$ cat src/verilog/pec_pkg.sv
// package: register map, field layout, reset values and carrier types of the port error counters
package pec_pkg;

  ////////////////////////////////////////////////////////////////////////////////
  // sizes
  localparam int unsigned PEC_PORTS = 4;
  localparam int unsigned PEC_CNT_W = 8;
  localparam int unsigned PEC_PIN_W = 16;
  localparam int unsigned PEC_EVT_W = 12;

  ////////////////////////////////////////////////////////////////////////////////
  // register indices, port 0 in the lowest lane; byte address is four times the index
  localparam logic [3:0][13:0] PEC_IDX_CRC  = {14'h0306, 14'h0304, 14'h0302, 14'h0300};
  localparam logic [3:0][13:0] PEC_IDX_SYM  = {14'h0307, 14'h0305, 14'h0303, 14'h0301};
  localparam logic [3:0][13:0] PEC_IDX_LINK = {14'h0313, 14'h0312, 14'h0311, 14'h0310};
  localparam logic [13:0]      PEC_IDX_STAT = 14'h0320;  // sticky event status, write 1 to clear
  localparam logic [13:0]      PEC_IDX_MASK = 14'h0321;  // interrupt enable, same layout

  ////////////////////////////////////////////////////////////////////////////////
  // field positions in status and mask
  localparam int unsigned PEC_STAT_CRC_LSB  = 0;
  localparam int unsigned PEC_STAT_SYM_LSB  = 4;
  localparam int unsigned PEC_STAT_LINK_LSB = 8;

  // field positions in the filtered pin vector
  localparam int unsigned PEC_PIN_LINK_LSB  = 0;
  localparam int unsigned PEC_PIN_SYM_LSB   = 4;
  localparam int unsigned PEC_PIN_FRM_LSB   = 8;
  localparam int unsigned PEC_PIN_CRC_LSB   = 12;

  ////////////////////////////////////////////////////////////////////////////////
  // values
  localparam logic [7:0] PEC_CNT_MAX = 8'hff;  // counters stop here

  ////////////////////////////////////////////////////////////////////////////////
  // carriers
  typedef struct packed {
    logic [3:0] crc_fail;   // frame check failed, per port
    logic [3:0] rx_frame;   // frame reception in progress, per port
    logic [3:0] sym_err;    // invalid code group seen, per port
    logic [3:0] link_down;  // channel continuity lost, per port
  } pec_phy_ind_t;

  typedef struct packed {
    logic        psel;
    logic        penable;
    logic        pwrite;
    logic [15:0] paddr;
    logic [31:0] pwdata;
  } pec_apb_req_t;

  typedef struct packed {
    logic [31:0] prdata;
    logic        pready;
    logic        pslverr;
  } pec_apb_rsp_t;

  typedef struct packed {
    logic [PEC_PIN_W-1:0] s1;
    logic [PEC_PIN_W-1:0] s2;
    logic [PEC_PIN_W-1:0] s3;
    logic [PEC_PIN_W-1:0] filt;
    logic [PEC_PIN_W-1:0] rise;
  } pec_filt_st_t;

  typedef struct packed {
    logic [3:0][7:0]       crc_cnt;
    logic [3:0][7:0]       sym_cnt;
    logic [3:0][7:0]       link_cnt;
    logic [PEC_EVT_W-1:0]  stat;
    logic [PEC_EVT_W-1:0]  mask;
    pec_apb_rsp_t          rsp;
    logic                  irq;
  } pec_st_t;

  // reset values: counters, status and mask all clear, bus idle
  localparam pec_filt_st_t PEC_FILT_RST = '0;
  localparam pec_st_t      PEC_ST_RST   = '0;

endpackage

$ cat src/verilog/pec_pin_filter.sv
// three-stage pin synchroniser with agreement filter and rising-edge pulse
`timescale 1ns/1ps
module pec_pin_filter
  import pec_pkg::*;
(
  // clock and reset
  input  wire logic                 clk_sys_i,
  input  wire logic                 rst_b_i,
  // asynchronous pins
  input  wire logic [PEC_PIN_W-1:0] pin_i,
  // filtered level and one-cycle rise
  output logic      [PEC_PIN_W-1:0] level_o,
  output logic      [PEC_PIN_W-1:0] rise_o
);

  pec_filt_st_t         st_r;
  pec_filt_st_t         st_nxt;
  logic [PEC_PIN_W-1:0] agree;

  // s1 feeds only s2; the filter looks at s2 and s3 alone
  always_comb begin
    st_nxt      = st_r;
    agree       = ~(st_r.s2 ^ st_r.s3);
    st_nxt.s1   = pin_i;
    st_nxt.s2   = st_r.s1;
    st_nxt.s3   = st_r.s2;
    st_nxt.filt = (agree & st_r.s2) | (~agree & st_r.filt);
    st_nxt.rise = agree & st_r.s2 & ~st_r.filt;  // one pulse per accepted rise
  end

  // state register
  always_ff @(posedge clk_sys_i or negedge rst_b_i) begin
    if (!rst_b_i) begin
      st_r <= PEC_FILT_RST;
    end else begin
      st_r <= st_nxt;
    end
  end

  assign level_o = st_r.filt;
  assign rise_o  = st_r.rise;

endmodule // pec_pin_filter

$ cat src/verilog/pec_counters.sv
// port error counter bank with APB register access and event interrupt
//
// Overview of operation
// - a loss of channel continuity on a port adds one to that port's link loss counter.
// - the four one-byte link loss counters sit at consecutive indices, port 0 lowest.
// - each symbol error reported by a port's physical layer adds one to its symbol counter.
// - symbol errors count alike inside frames and in the idle time between them.
// - the four symbol error counters sit at odd indices spaced by two from the lowest one.
// - a failed frame check on a port adds one to that port's frame error counter.
// - the frame check result of every received frame is always used, with no way to disable it.
// - frame error counters move only with frame reception, never with idle line activity.
// - the four frame error counters sit at even indices spaced by two, each just below its port's symbol counter.
`timescale 1ns/1ps
module pec_counters
  import pec_pkg::*;
(
  // clock and reset
  input  wire logic          clk_sys_i,
  input  wire logic          rst_b_i,
  // physical layer indications, asynchronous
  input  wire pec_phy_ind_t  phy_ind_i,
  // apb slave
  input  wire pec_apb_req_t  apb_req_i,
  output pec_apb_rsp_t       apb_rsp_o,
  // interrupt
  output logic               irq_o
);

  ////////////////////////////////////////////////////////////////////////////////
  // declarations

  pec_st_t              st_r;
  pec_st_t              st_nxt;
  logic [PEC_PIN_W-1:0] pin_lvl;
  logic [PEC_PIN_W-1:0] pin_rise;
  logic [3:0]           ev_link;
  logic [3:0]           ev_sym;
  logic [3:0]           ev_crc;
  logic [3:0]           frm_lvl;
  logic [PEC_EVT_W-1:0] ev_all;
  logic [PEC_EVT_W-1:0] w1c;
  logic [13:0]          idx;
  logic                 aligned;
  logic                 setup;
  logic                 acc_done;
  logic                 rd_hit;
  logic [31:0]          rd_val;

  ////////////////////////////////////////////////////////////////////////////////
  // pin conditioning

  // all sixteen indications share one filter so their latencies stay equal;
  // that keeps a frame check result aligned with its frame window
  pec_pin_filter u_filter (
    .clk_sys_i (clk_sys_i),
    .rst_b_i   (rst_b_i),
    .pin_i     (phy_ind_i),
    .level_o   (pin_lvl),
    .rise_o    (pin_rise)
  );

  // per-port events
  assign ev_link = pin_rise[PEC_PIN_LINK_LSB +: 4];
  assign ev_sym  = pin_rise[PEC_PIN_SYM_LSB +: 4];
  assign frm_lvl = pin_lvl[PEC_PIN_FRM_LSB +: 4];
  // a check failure only counts inside a frame; no enable exists
  assign ev_crc  = pin_rise[PEC_PIN_CRC_LSB +: 4] & frm_lvl;

  // event vector in status layout
  assign ev_all  = {ev_link, ev_sym, ev_crc};

  ////////////////////////////////////////////////////////////////////////////////
  // bus decode

  assign idx      = apb_req_i.paddr[15:2];
  assign aligned  = (apb_req_i.paddr[1:0] == 2'h0);
  assign setup    = apb_req_i.psel & ~apb_req_i.penable;
  assign acc_done = apb_req_i.psel & apb_req_i.penable & st_r.rsp.pready;

  // saturating add; a burst must never look like a quiet link
  function automatic logic [7:0] sat_inc(input logic [7:0] v, input logic ev);
    sat_inc = (ev && (v != PEC_CNT_MAX)) ? v + 8'h01 : v;
  endfunction

  ////////////////////////////////////////////////////////////////////////////////
  // next state

  always_comb begin
    st_nxt = st_r;
    rd_hit = 1'b0;
    rd_val = 32'h0000_0000;
    w1c    = '0;

    // read mux over the fixed map
    for (int p = 0; p < PEC_PORTS; p++) begin
      if (idx == PEC_IDX_CRC[p]) begin
        rd_hit = 1'b1;
        rd_val = {24'h00_0000, st_r.crc_cnt[p]};
      end
      if (idx == PEC_IDX_SYM[p]) begin
        rd_hit = 1'b1;
        rd_val = {24'h00_0000, st_r.sym_cnt[p]};
      end
      if (idx == PEC_IDX_LINK[p]) begin
        rd_hit = 1'b1;
        rd_val = {24'h00_0000, st_r.link_cnt[p]};
      end
    end
    if (idx == PEC_IDX_STAT) begin
      rd_hit = 1'b1;
      rd_val = {20'h0_0000, st_r.stat};
    end
    if (idx == PEC_IDX_MASK) begin
      rd_hit = 1'b1;
      rd_val = {20'h0_0000, st_r.mask};
    end
    if (!aligned) begin
      rd_hit = 1'b0;
    end

    // counters, one step per event
    for (int p = 0; p < PEC_PORTS; p++) begin
      st_nxt.link_cnt[p] = sat_inc(st_r.link_cnt[p], ev_link[p]);
      st_nxt.sym_cnt[p]  = sat_inc(st_r.sym_cnt[p], ev_sym[p]);
      st_nxt.crc_cnt[p]  = sat_inc(st_r.crc_cnt[p], ev_crc[p]);
    end

    // bus answer: data is snapshotted in setup, ready in the first access cycle
    st_nxt.rsp.pready = setup;
    if (setup) begin
      st_nxt.rsp.pslverr = ~rd_hit;
      st_nxt.rsp.prdata  = (rd_hit && !apb_req_i.pwrite) ? rd_val : 32'h0000_0000;
    end else if (acc_done) begin
      st_nxt.rsp.pslverr = 1'b0;
      st_nxt.rsp.prdata  = 32'h0000_0000;
    end

    // writes land only at the completing edge; counters ignore writes
    if (acc_done && apb_req_i.pwrite && aligned) begin
      if (idx == PEC_IDX_STAT) begin
        w1c = apb_req_i.pwdata[PEC_EVT_W-1:0];
      end
      if (idx == PEC_IDX_MASK) begin
        st_nxt.mask = apb_req_i.pwdata[PEC_EVT_W-1:0];
      end
    end

    // sticky status: a new event beats a clear in the same cycle
    st_nxt.stat = (st_r.stat & ~w1c) | ev_all;
    st_nxt.irq  = |(st_nxt.stat & st_nxt.mask);
  end

  ////////////////////////////////////////////////////////////////////////////////
  // state register

  always_ff @(posedge clk_sys_i or negedge rst_b_i) begin
    if (!rst_b_i) begin
      st_r <= PEC_ST_RST;
    end else begin
      st_r <= st_nxt;
    end
  end

  // outputs straight from the state flops
  assign apb_rsp_o = st_r.rsp;
  assign irq_o     = st_r.irq;

  for (genvar p = 0; p < PEC_PORTS; p++) begin : g_chk

  end
endmodule // pec_counters

$ cat config.mk
export PLATFORM = sky130hd
export DESIGN_NAME = pec_counters
export DESIGN_NICKNAME = d
export VERILOG_FILES = /design/src/verilog/pec_pkg.sv /design/src/verilog/pec_pin_filter.sv /design/src/verilog/pec_counters.sv
export SDC_FILE = /design/constraint.sdc
export NUM_CORES = 1
export LEC_CHECK = 0
export BUFFER_PORTS_ARGS = -buffer_cell sky130_fd_sc_hd__buf_2
export CORE_AREA = 2 2 151 116
export DETAILED_ROUTE_END_ITERATION = 16
export DIE_AREA = 0 0 153 118
export GPL_ROUTABILITY_DRIVEN = 0
export PLACE_DENSITY = 0.9
export SYNTH_ARGS = -nofsm -noshare
export SYNTH_HDL_FRONTEND = slang
export SYNTH_HIERARCHICAL = 1
export SYNTH_SLANG_ARGS = --single-unit
$ cat constraint.sdc
create_clock -name clk_sys_i -period 3.3 [get_ports clk_sys_i]
set_input_delay 0.33 -clock clk_sys_i [delete_from_list [all_inputs] [get_ports clk_sys_i]]
set_output_delay 0.33 -clock clk_sys_i [all_outputs]
set_load 0.005 [all_outputs]
==> metrics.cfg, run 1 <==
[clocking]
cts_buffers = 21
cts_max_level = 1
cts_root_buffer = clkbuf_16
cts_tree = yes
cts_setup_buffers = 0
clk_latency_ns = 0.51
cts_max_path_buffers = 3
cts_resized = 0
cts_hold_buf = 17
path_clk_slew_ns = 0.07
cts_sinks = 211

[timing]
rsz0062_at_grt = false
setup_viol = 0
max_freq_mhz = 384
setup_tns_ns = 0
finalWorstSetupSlack_ns = 0.697
fin_skew_ns = 0.0202
worst_pin_slew_ns = 0.853
slew_headroom_pct = 43.1
finalHoldViolations = 0
maxSlewViolCount = 0
min_period_ns = 2.60
finalCritPeriodShare_pct = 78.9

[layout]
fillers = 1165
final_net_count = 1100
stdcell_count = 1231
drive_gt1_share_pct = 17.2
area_delta_synth_final_pct = 11.9
seqCellArea_um2 = 5280
multiInputGateArea_um2 = 4330

[global_routing]
antenna_found_initial = 0
grt_busiest_layer = met1
grt_max_degree = 105
overflow = 0
grtUsageMet2_pct = 38.4
grtUsageMet1_pct = 38.4
use_met3_pct = 8.76
grt_pass1_wl_mm = 38.7
track_usage_pct = 26.7
grt_pass1_vias = 7295

[die]
dieHeight_um = 118
pin_count = 104
num_rows = 41
die_width_um = 153
start_util_pct = 61.1
fp.coreArea_um2 = 16600
die_area_um2 = 18100

[placed_design]
dpl.hpwl_mm = 16.9
numPlacedInstances = 1178
post-place-ws_ns = 0.417
io_buffers = 63

[critical_path]
required_ns = 3.67
critPathCapture = irq_o
critPathLaunchType = register
crit_fanout = 12
worstSetupPathType = reg2reg
startpoint = apb_rsp_o[1]
regToRegSetupSlack_ns = 0.70
r2r_start = apb_rsp_o[1]
reg2reg_to = irq_o
arrival_ns = 2.98
cp-end-kind = register
rr_worst_depth = 6

[yosys]
netlist_area_um2 = 10100
synth_warnings = 6
synth_cells = 935
synth_area_per_cell_um2 = 10.8

[drt]
vias_per_cell = 6.20
drt-initial-drc-count = 1045
num_vias = 7637
final_antenna_net_count = 0
routed_wl_mm = 23.9
routedWlPerCell_um = 19.4
firstDrtPassIters = 6
drc = 0

[run_status]
outcome = completed

[power_and_ir_drop]
vdd_drop_max_mv = 0.394
p_per_area_nw_per_um2 = 588
p_leak_uw = 0.00517

[min_path]
holdCritPathClass = in2reg

[flow_run]
maxCapViolCount = 0

[layout by cell type, fill, tap and decap left out, types with 5 or more instances in the layout]
cell type / count
nor2b_1: 19
a21oi_1: 22
nor4_1: 8
buf_2: 62
xnor2_1: 50
conb_1: 20
nand3_1: 49
nor3_1: 16
nor2_1: 62
xor2_1: 34
dfrtp_1: 211
mux2_4: 16
o21ai_0: 35
clkbuf_16: 21
o22ai_1: 7
and3_1: 15
ha_1: 28
a22oi_1: 21
and2_1: 5
nand4_1: 24
dlygate4sd3_1: 17
a31o_2: 5
buf_4: 21
o221ai_1: 5
a31oi_1: 11
inv_1: 28
nand2_1: 77
mux2_2: 21
[power by group]
| group | switching (µW) | internal, µW | leakage (µW) |
|---|---|---|---|
| combinational | 410 | 443 | 0.00220 |
| clock | 1040 | 1310 | 0.000323 |
| sequential | 500 | 2960 | 0.00265 |
[routing by layer]
metal	up-vias	share of wire [%]
li1	3408	-
met1	3653	42
met2	477	41
met3	99	13
met4	0	3.9
met5	-	0
[flip-flops by register name, indices dropped and copies added, names as in the netlist, named ones only]
| register | flops |
|---|---|
| st_r | 120 |
| u_filter/st_nxt | 32 |
| u_filter/st_r | 16 |
| apb_rsp_o | 14 |
| u_filter/rise_o | 12 |
| irq_o | 1 |
[critical path: stages (launching register included)]
cell and delay [ns]:
dfrtp_1 0.36, and4_1 0.38, and2_1 0.50, nand2_2 0.26, mux2_2 0.34, a2111oi_0 0.47
nand4_1 0.14
[worst min-delay path by stage]
stage / to / slack [ns] / from / depth (start not counted)
after floorplan: apb_rsp_o[0] / 0.03 / rst_b_i / 0
after global placement: u_filter/st_nxt[42] / 0.33 / u_filter/st_nxt[58] / 0
after detailed placement: u_filter/st_nxt[40] / 0.33 / u_filter/st_nxt[56] / 0
after CTS: st_r[54] / 0.05 / apb_req_i[7] / 2
after global routing: st_r[54] / 0.04 / apb_req_i[7] / 2
final: st_r[54] / 0.06 / apb_req_i[7] / 2
[layout make-up]
class                      instances  area share, %
tap                              215           2.37
sequential                       211           46.6
clock buffer                      24           4.91
antenna                            1         0.0221
timing repair buffer             102           5.93
multi-input combinational        639           38.2
inverter                          28          0.928
clock inverter                    11           1.02
[stage by stage]
stage / power (µW) / hold slack, ns / util, % / area [µm²]
5_1_grt: 6960 / 0.0409 / 68.4 / 11300
3_3_place_gp: 4230 / 0.332 / 63.3 / 10500
2_1_floorplan: 3960 / 0.0344 / - / 10200
3_5_place_dp: 4320 / 0.335 / 63.3 / 10500
6_report: 6660 / 0.0595 / 68.4 / 11300
4_1_cts: 6670 / 0.0498 / 68.4 / 11300
(Power assumes the default switching activity.)
==> run 2, diff against run 1 <==
Settings changed: ABC_AREA set to 1, CORE_AREA 2 2 151 116 to 2 2 156 120, DIE_AREA 0 0 153 118 to 0 0 158 122, PLACE_DENSITY 0.9 to 0.85.
Clock period 3.3 ns to 2.68 ns, I/O delays scaled along.
==> metrics.cfg, run 2 <==
[layout]
design_area_um2 = 11300  ; about the same
drive_gt1_share_pct = 11.1  ; -6.1 points
fillers = 1455  ; +25%
layout_commonest_cell = nand2_1
max_flop_register = st_r
final_net_count = 1289  ; +17%
area_delta_synth_final_pct = 12.3
seqCellArea_um2 = 5280  ; unchanged
multiInputGateArea_um2 = 3850  ; -11%
largest_reg_flops = 120  ; unchanged
final_cell_mix = nand2_1, dfrtp_1, inv_1
antennaDiodeCount = 0  ; -1

[drt]
final_antenna_net_count = 0  ; unchanged
drc = 0  ; unchanged
routedWlPerCell_um = 14.6  ; -25%
routed_wl_mm = 21.3  ; -11%
num_vias = 7534  ; -1.3%
vias_per_cell = 5.18  ; -16%
firstDrtPassIters = 6  ; unchanged
drt-initial-drc-count = 645  ; -38%

[critical_path]
cp_num_buf_inv = 0  ; unchanged
arrival_ns = 2.58  ; -0.40 ns
critPathCapture = st_r[114]
rr_worst_depth = 9  ; +3
crit_cells = 9  ; +3
critPathLaunchType = register
startpoint = st_r[108]
regToRegSetupSlack_ns = 0.53  ; -0.17 ns
path_common_cell = nand3_1
reg2reg_to = st_r[114]
cpPeakStageDelay_ns = 0.47  ; -0.03 ns
cp-end-kind = register
required_ns = 3.11  ; -0.56 ns
cp_slowest_cell = nor4_1
worstSetupPathType = reg2reg
path_delay_family = simple AND/OR/NAND/NOR gates
crit_fanout = 4  ; -8
r2r_start = st_r[108]
cp_cell_sequence = ha_1 -> nand3_1 -> nor3b_1 -> nand3_1 -> nand2_1 -> nor4_1 -> nand3_1 -> nor2_1 -> xor2_1

[power_and_ir_drop]
p_leak_uw = 0.00580  ; +12%
power.internal_uw = 5870  ; +25%
p_per_area_nw_per_um2 = 717  ; +22%
p_sw_uw = 2260  ; +16%
finalPower_uw = 8130  ; +22%
p_clk_share_pct = 37.2  ; +1.9 points
vdd_drop_max_mv = 0.559  ; +42%
comb_power_share_pct = 11.5  ; -1.3 points
switching_share_pct = 27.8  ; -1.5 points
seqPwrFrac_pct = 51.3  ; -0.6 points

[placed_design]
io_buffers = 63  ; unchanged
place_area_um2 = 10500  ; -0.32%
post-place-ws_ns = 0.200  ; -0.217 ns
dpl.hpwl_mm = 15.3  ; -9.2%

[timing]
rsz0062_at_grt = false
fin_skew_ns = 0.00850  ; -0.0117 ns
setup_tns_ns = 0  ; unchanged
finalCritPeriodShare_pct = 80.4  ; +1.5 points
setup_viol = 0  ; unchanged
finalWorstSetupSlack_ns = 0.526  ; -0.171 ns
maxSlewViolCount = 0  ; unchanged
finalHoldViolations = 0  ; unchanged
min_period_ns = 2.15  ; -0.449 ns
slew_headroom_pct = 58.0  ; +15 points
worst_pin_slew_ns = 0.625  ; -0.228 ns
max_freq_mhz = 464  ; +21%

[global_routing]
grt_pass1_vias = 7496  ; +2.8%
track_usage_pct = 23.1  ; -3.6 points
grt_max_degree = 68  ; -35%
antenna_found_initial = 0  ; unchanged
overflow = 0  ; unchanged
grt_pass1_wl_mm = 35.4  ; -8.6%

[yosys]
netlist_area_um2 = 10100  ; -0.36%
synth_warnings = 6  ; unchanged
synth_area_per_cell_um2 = 9.02  ; -17%
synth_cells = 1119  ; +20%

[die]
pin_count = 104  ; unchanged
num_rows = 43  ; +4.9%
dieHeight_um = 122  ; +3.4%
die_width_um = 158  ; +3.3%
start_util_pct = 56.2  ; -5.0 points
die_area_um2 = 19300  ; +6.8%
fp.coreArea_um2 = 18000  ; +8.4%

[min_path]
hp-start = apb_req_i[8]
holdCritPathClass = in2reg

[clocking]
cts_hold_buf = 17  ; unchanged
cts_resized = 0  ; unchanged
cts_root_buffer = clkbuf_16
cts_max_level = 1  ; unchanged
cts_buffers = 22  ; +4.8%
cts_tree = yes
cts_max_path_buffers = 3  ; unchanged
cts_sinks = 211  ; unchanged
path_clk_slew_ns = 0.06  ; about the same
cts_setup_buffers = 0  ; unchanged
clk_latency_ns = 0.50  ; about the same

[run_status]
outcome = completed

[flow_run]
maxCapViolCount = 0  ; unchanged

[run 2: layer usage]
layer / GRT usage, % / part of all wire, % / up-vias
met5: 0 / 0 / -
met4: 6.48 / 2.5 / 0
met3: 4.38 / 6.9 / 48
met2: 37.9 / 46 / 264
met1: 31.7 / 45 / 3620
li1: - / - / 3602
[run 2: metrics by stage]
step	instances	utilization [%]	hold slack, ns
after floorplan	1138	-	-0.0276
after global placement	1398	58.2	0.300
after detailed placement	1398	58.2	0.303
after CTS	1454	63.1	0.0688
after global routing	1454	63.1	0.0946
final	1454	63.1	0.0755
[run 2: worst min-delay path by stage]
stage	endpoint	slack, ns	cells past startpoint
final	st_r[43]	0.08	3
after detailed placement	u_filter/st_nxt[60]	0.30	1
after CTS	st_r[43]	0.07	3
after floorplan	apb_rsp_o[0]	-0.03	0
after global routing	st_r[43]	0.09	3
after global placement	u_filter/st_nxt[44]	0.30	1
[run 2: final cells by class]
type,instances,area share (%)
tap,247,2.73
sequential,211,46.6
multi-input combinational,710,34.0
timing repair buffer,89,5.18
clock buffer,33,5.58
clock inverter,6,0.739
inverter,158,5.23
[run 2: worst reg2reg max path: stages, from the launching register on]
cell and delay (ns):
dfrtp_1 0.43, ha_1 0.23, nand3_1 0.11, nor3b_1 0.08, nand3_1 0.07, nand2_1 0.11, nor4_1 0.47, nand3_1 0.24
nor2_1 0.19, xor2_1 0.15
[run 2: power groups by stage]
stage               clock (µW)  sequential, µW  combinational [µW]
global route              3210            4220                1100
finish                    3020            4170                 937
detailed placement           0            4200                 914
global placement             0            4170                 841
floorplan                    0            4030                 692
CTS                       3080            4150                 949
==> run 3, diff against run 2 <==
Clock period 2.68 ns to 2.1 ns, I/O delays scaled along.
==> metrics.cfg, run 3 (synthesis gave the netlist of run 2 again) <==
[run_status]
outcome = completed

[layout]
final_net_count = 1335  ; +3.6%
design_area_um2 = 11700  ; +2.8%
max_flop_register = st_r
fin_util_pct = 64.8  ; +1.7 points
layout_commonest_cell = nand2_1
antennaDiodeCount = 0  ; unchanged
final_cell_mix = nand2_1, dfrtp_1, inv_1
largest_reg_flops = 120  ; unchanged
stdcell_count = 1498  ; +3.0%
drive_gt1_share_pct = 14.6  ; +3.5 points
area_delta_synth_final_pct = 15.4

[power_and_ir_drop]
p_clk_share_pct = 35.2  ; -2.0 points
p_leak_uw = 0.00602  ; +3.7%
vdd_drop_max_mv = 0.530  ; -5.2%
comb_power_share_pct = 12.2  ; +0.7 points
p_per_area_nw_per_um2 = 867  ; +21%
power.internal_uw = 7200  ; +23%
p_sw_uw = 2900  ; +28%
switching_share_pct = 28.7  ; +0.91 points
seqPwrFrac_pct = 52.6  ; +1.3 points

[clocking]
cts_max_level = 1  ; unchanged
cts_sinks = 211  ; unchanged
cts_root_buffer = clkbuf_16
clk_latency_ns = 0.51  ; about the same
path_clk_slew_ns = 0.06  ; about the same
cts_buffers = 21  ; -4.5%
cts_setup_buffers = 0  ; unchanged
cts_max_path_buffers = 3  ; unchanged
cts_tree = yes

[die]
fp.coreArea_um2 = 18000  ; unchanged
die_area_um2 = 19300  ; unchanged
num_rows = 43  ; unchanged
dieHeight_um = 122  ; unchanged
start_util_pct = 56.2  ; unchanged
die_width_um = 158  ; unchanged
pin_count = 104  ; unchanged

[timing]
max_freq_mhz = 524  ; +13%
finalCritPeriodShare_pct = 91.0  ; +11 points
setup_viol = 0  ; unchanged
finalHoldViolations = 0  ; unchanged
maxSlewViolCount = 0  ; unchanged
slew_headroom_pct = 58.1  ; +0.094 points
worst_pin_slew_ns = 0.629  ; +0.00340 ns
rsz0062_at_grt = false
fin_skew_ns = 0.0205  ; +0.0120 ns
min_period_ns = 1.91  ; -0.244 ns
setup_tns_ns = 0  ; unchanged

[critical_path]
cp-end-kind = register
crit_fanout = 4  ; unchanged
worstSetupPathType = reg2reg
cp_cell_sequence = ha_1 -> inv_1 -> nor4_1 -> a31oi_1 -> buf_4 -> inv_1 -> nor2_1 -> nand3_1 -> xor2_1
path_delay_family = simple AND/OR/NAND/NOR gates
cp_num_buf_inv = 3  ; +3
cp_slowest_cell = dfrtp_1
rr_worst_depth = 9  ; unchanged
r2r_start = st_r[67]
regToRegSetupSlack_ns = 0.19  ; -0.34 ns
critPathCapture = st_r[71]
path_common_cell = inv_1
arrival_ns = 2.32  ; -0.26 ns
cpPeakStageDelay_ns = 0.44  ; -0.03 ns
required_ns = 2.51  ; -0.60 ns
reg2reg_to = st_r[71]
crit_cells = 9  ; unchanged
critPathLaunchType = register
startpoint = st_r[67]

[placed_design]
io_buffers = 63  ; unchanged
dpl.hpwl_mm = 16.0  ; +4.7%
place_area_um2 = 10800  ; +3.6%
numPlacedInstances = 1445  ; +3.4%

[global_routing]
grt_pass1_wl_mm = 37.0  ; +4.5%
grt_max_degree = 76  ; +12%
antenna_found_initial = 0  ; unchanged
track_usage_pct = 24.1  ; +1.0 points
overflow = 0  ; unchanged
grt_pass1_vias = 7647  ; +2.0%

[min_path]
hp-start = apb_req_i[0]
holdCritPathClass = in2reg

[drt]
routed_wl_mm = 21.9  ; +3.0%
drc = 0  ; unchanged
final_antenna_net_count = 0  ; unchanged
num_vias = 7649  ; +1.5%
routedWlPerCell_um = 14.6  ; about the same
drt-initial-drc-count = 587  ; -9.0%
vias_per_cell = 5.11  ; -1.5%
firstDrtPassIters = 5  ; -1

[flow_run]
maxCapViolCount = 0  ; unchanged

-- run 3: changes by cell type in the layout (fill, tap and decap cells not counted), sizes merged --
cell | before | now
buf | 71 | 118
clkbuf | 34 | 31
bufinv | 2 | 0
clkinv | 4 | 5
clkinvlp | 0 | 1
-- run 3: per-stage QoR --
| step | total power (µW) | worst slack (ns) | hold WS (ns) |
|---|---|---|---|
| 2_1_floorplan | 6030 | 0.233 | -0.0856 |
| 5_1_grt | 10600 | 0.0159 | 0.0634 |
| 3_5_place_dp | 6560 | -0.163 | 0.279 |
| 3_3_place_gp | 6420 | -0.0903 | 0.277 |
| 4_1_cts | 10200 | 0.106 | 0.0117 |
| 6_report | 10100 | 0.190 | 0.0243 |
-- run 3: routing by layer --
metal  part of all wire (%)  wire, µm  vias to the layer above  global-route usage, %
met5                      0         0                        -                      0
met3                    6.0      1310                       45                   3.74
met2                     45      9870                      265                   38.6
li1                       -         -                     3700                      -
met4                    2.6       576                        0                   7.77
met1                     46     10200                     3639                   34.1
-- run 3: timing repair --
item                                    4_1_cts  5_1_grt
endpoints found under the setup margin        0        2
endpoints found under the hold margin        85        0
hold buffers                                 17        0
resized for setup                             0        1
-- run 3: tightest hold or removal path: stages --
cell     delay (ns)
buf_2          0.10
inv_1          0.08
o21ai_1        0.09
-- run 3: worst min-delay path by stage --
stage | to | cells past startpoint
finish | st_r[35] | 3
global route | st_r[35] | 3
CTS | st_r[35] | 3
detailed placement | u_filter/st_nxt[60] | 1
global placement | u_filter/st_nxt[44] | 1
floorplan | apb_rsp_o[0] | 0
-- run 3: final cells by class --
class | instances | area [µm²]
Clock buffer | 30 | 609
Tap cell | 247 | 309
Multi-Input combinational cell | 710 | 3860
Timing Repair Buffer | 136 | 965
Inverter | 158 | 593
Clock inverter | 6 | 36.3
Sequential cell | 211 | 5280
Fill cell | 1478 | 6320
-- run 3: power groups by stage --
stage               sequential, µW  combinational [µW]  clock (µW)
global placement              5320                1100           0
detailed placement            5360                1200           0
floorplan                     5150                 884           0
CTS                           5300                1240        3610
global route                  5390                1450        3810
finish                        5320                1230        3550
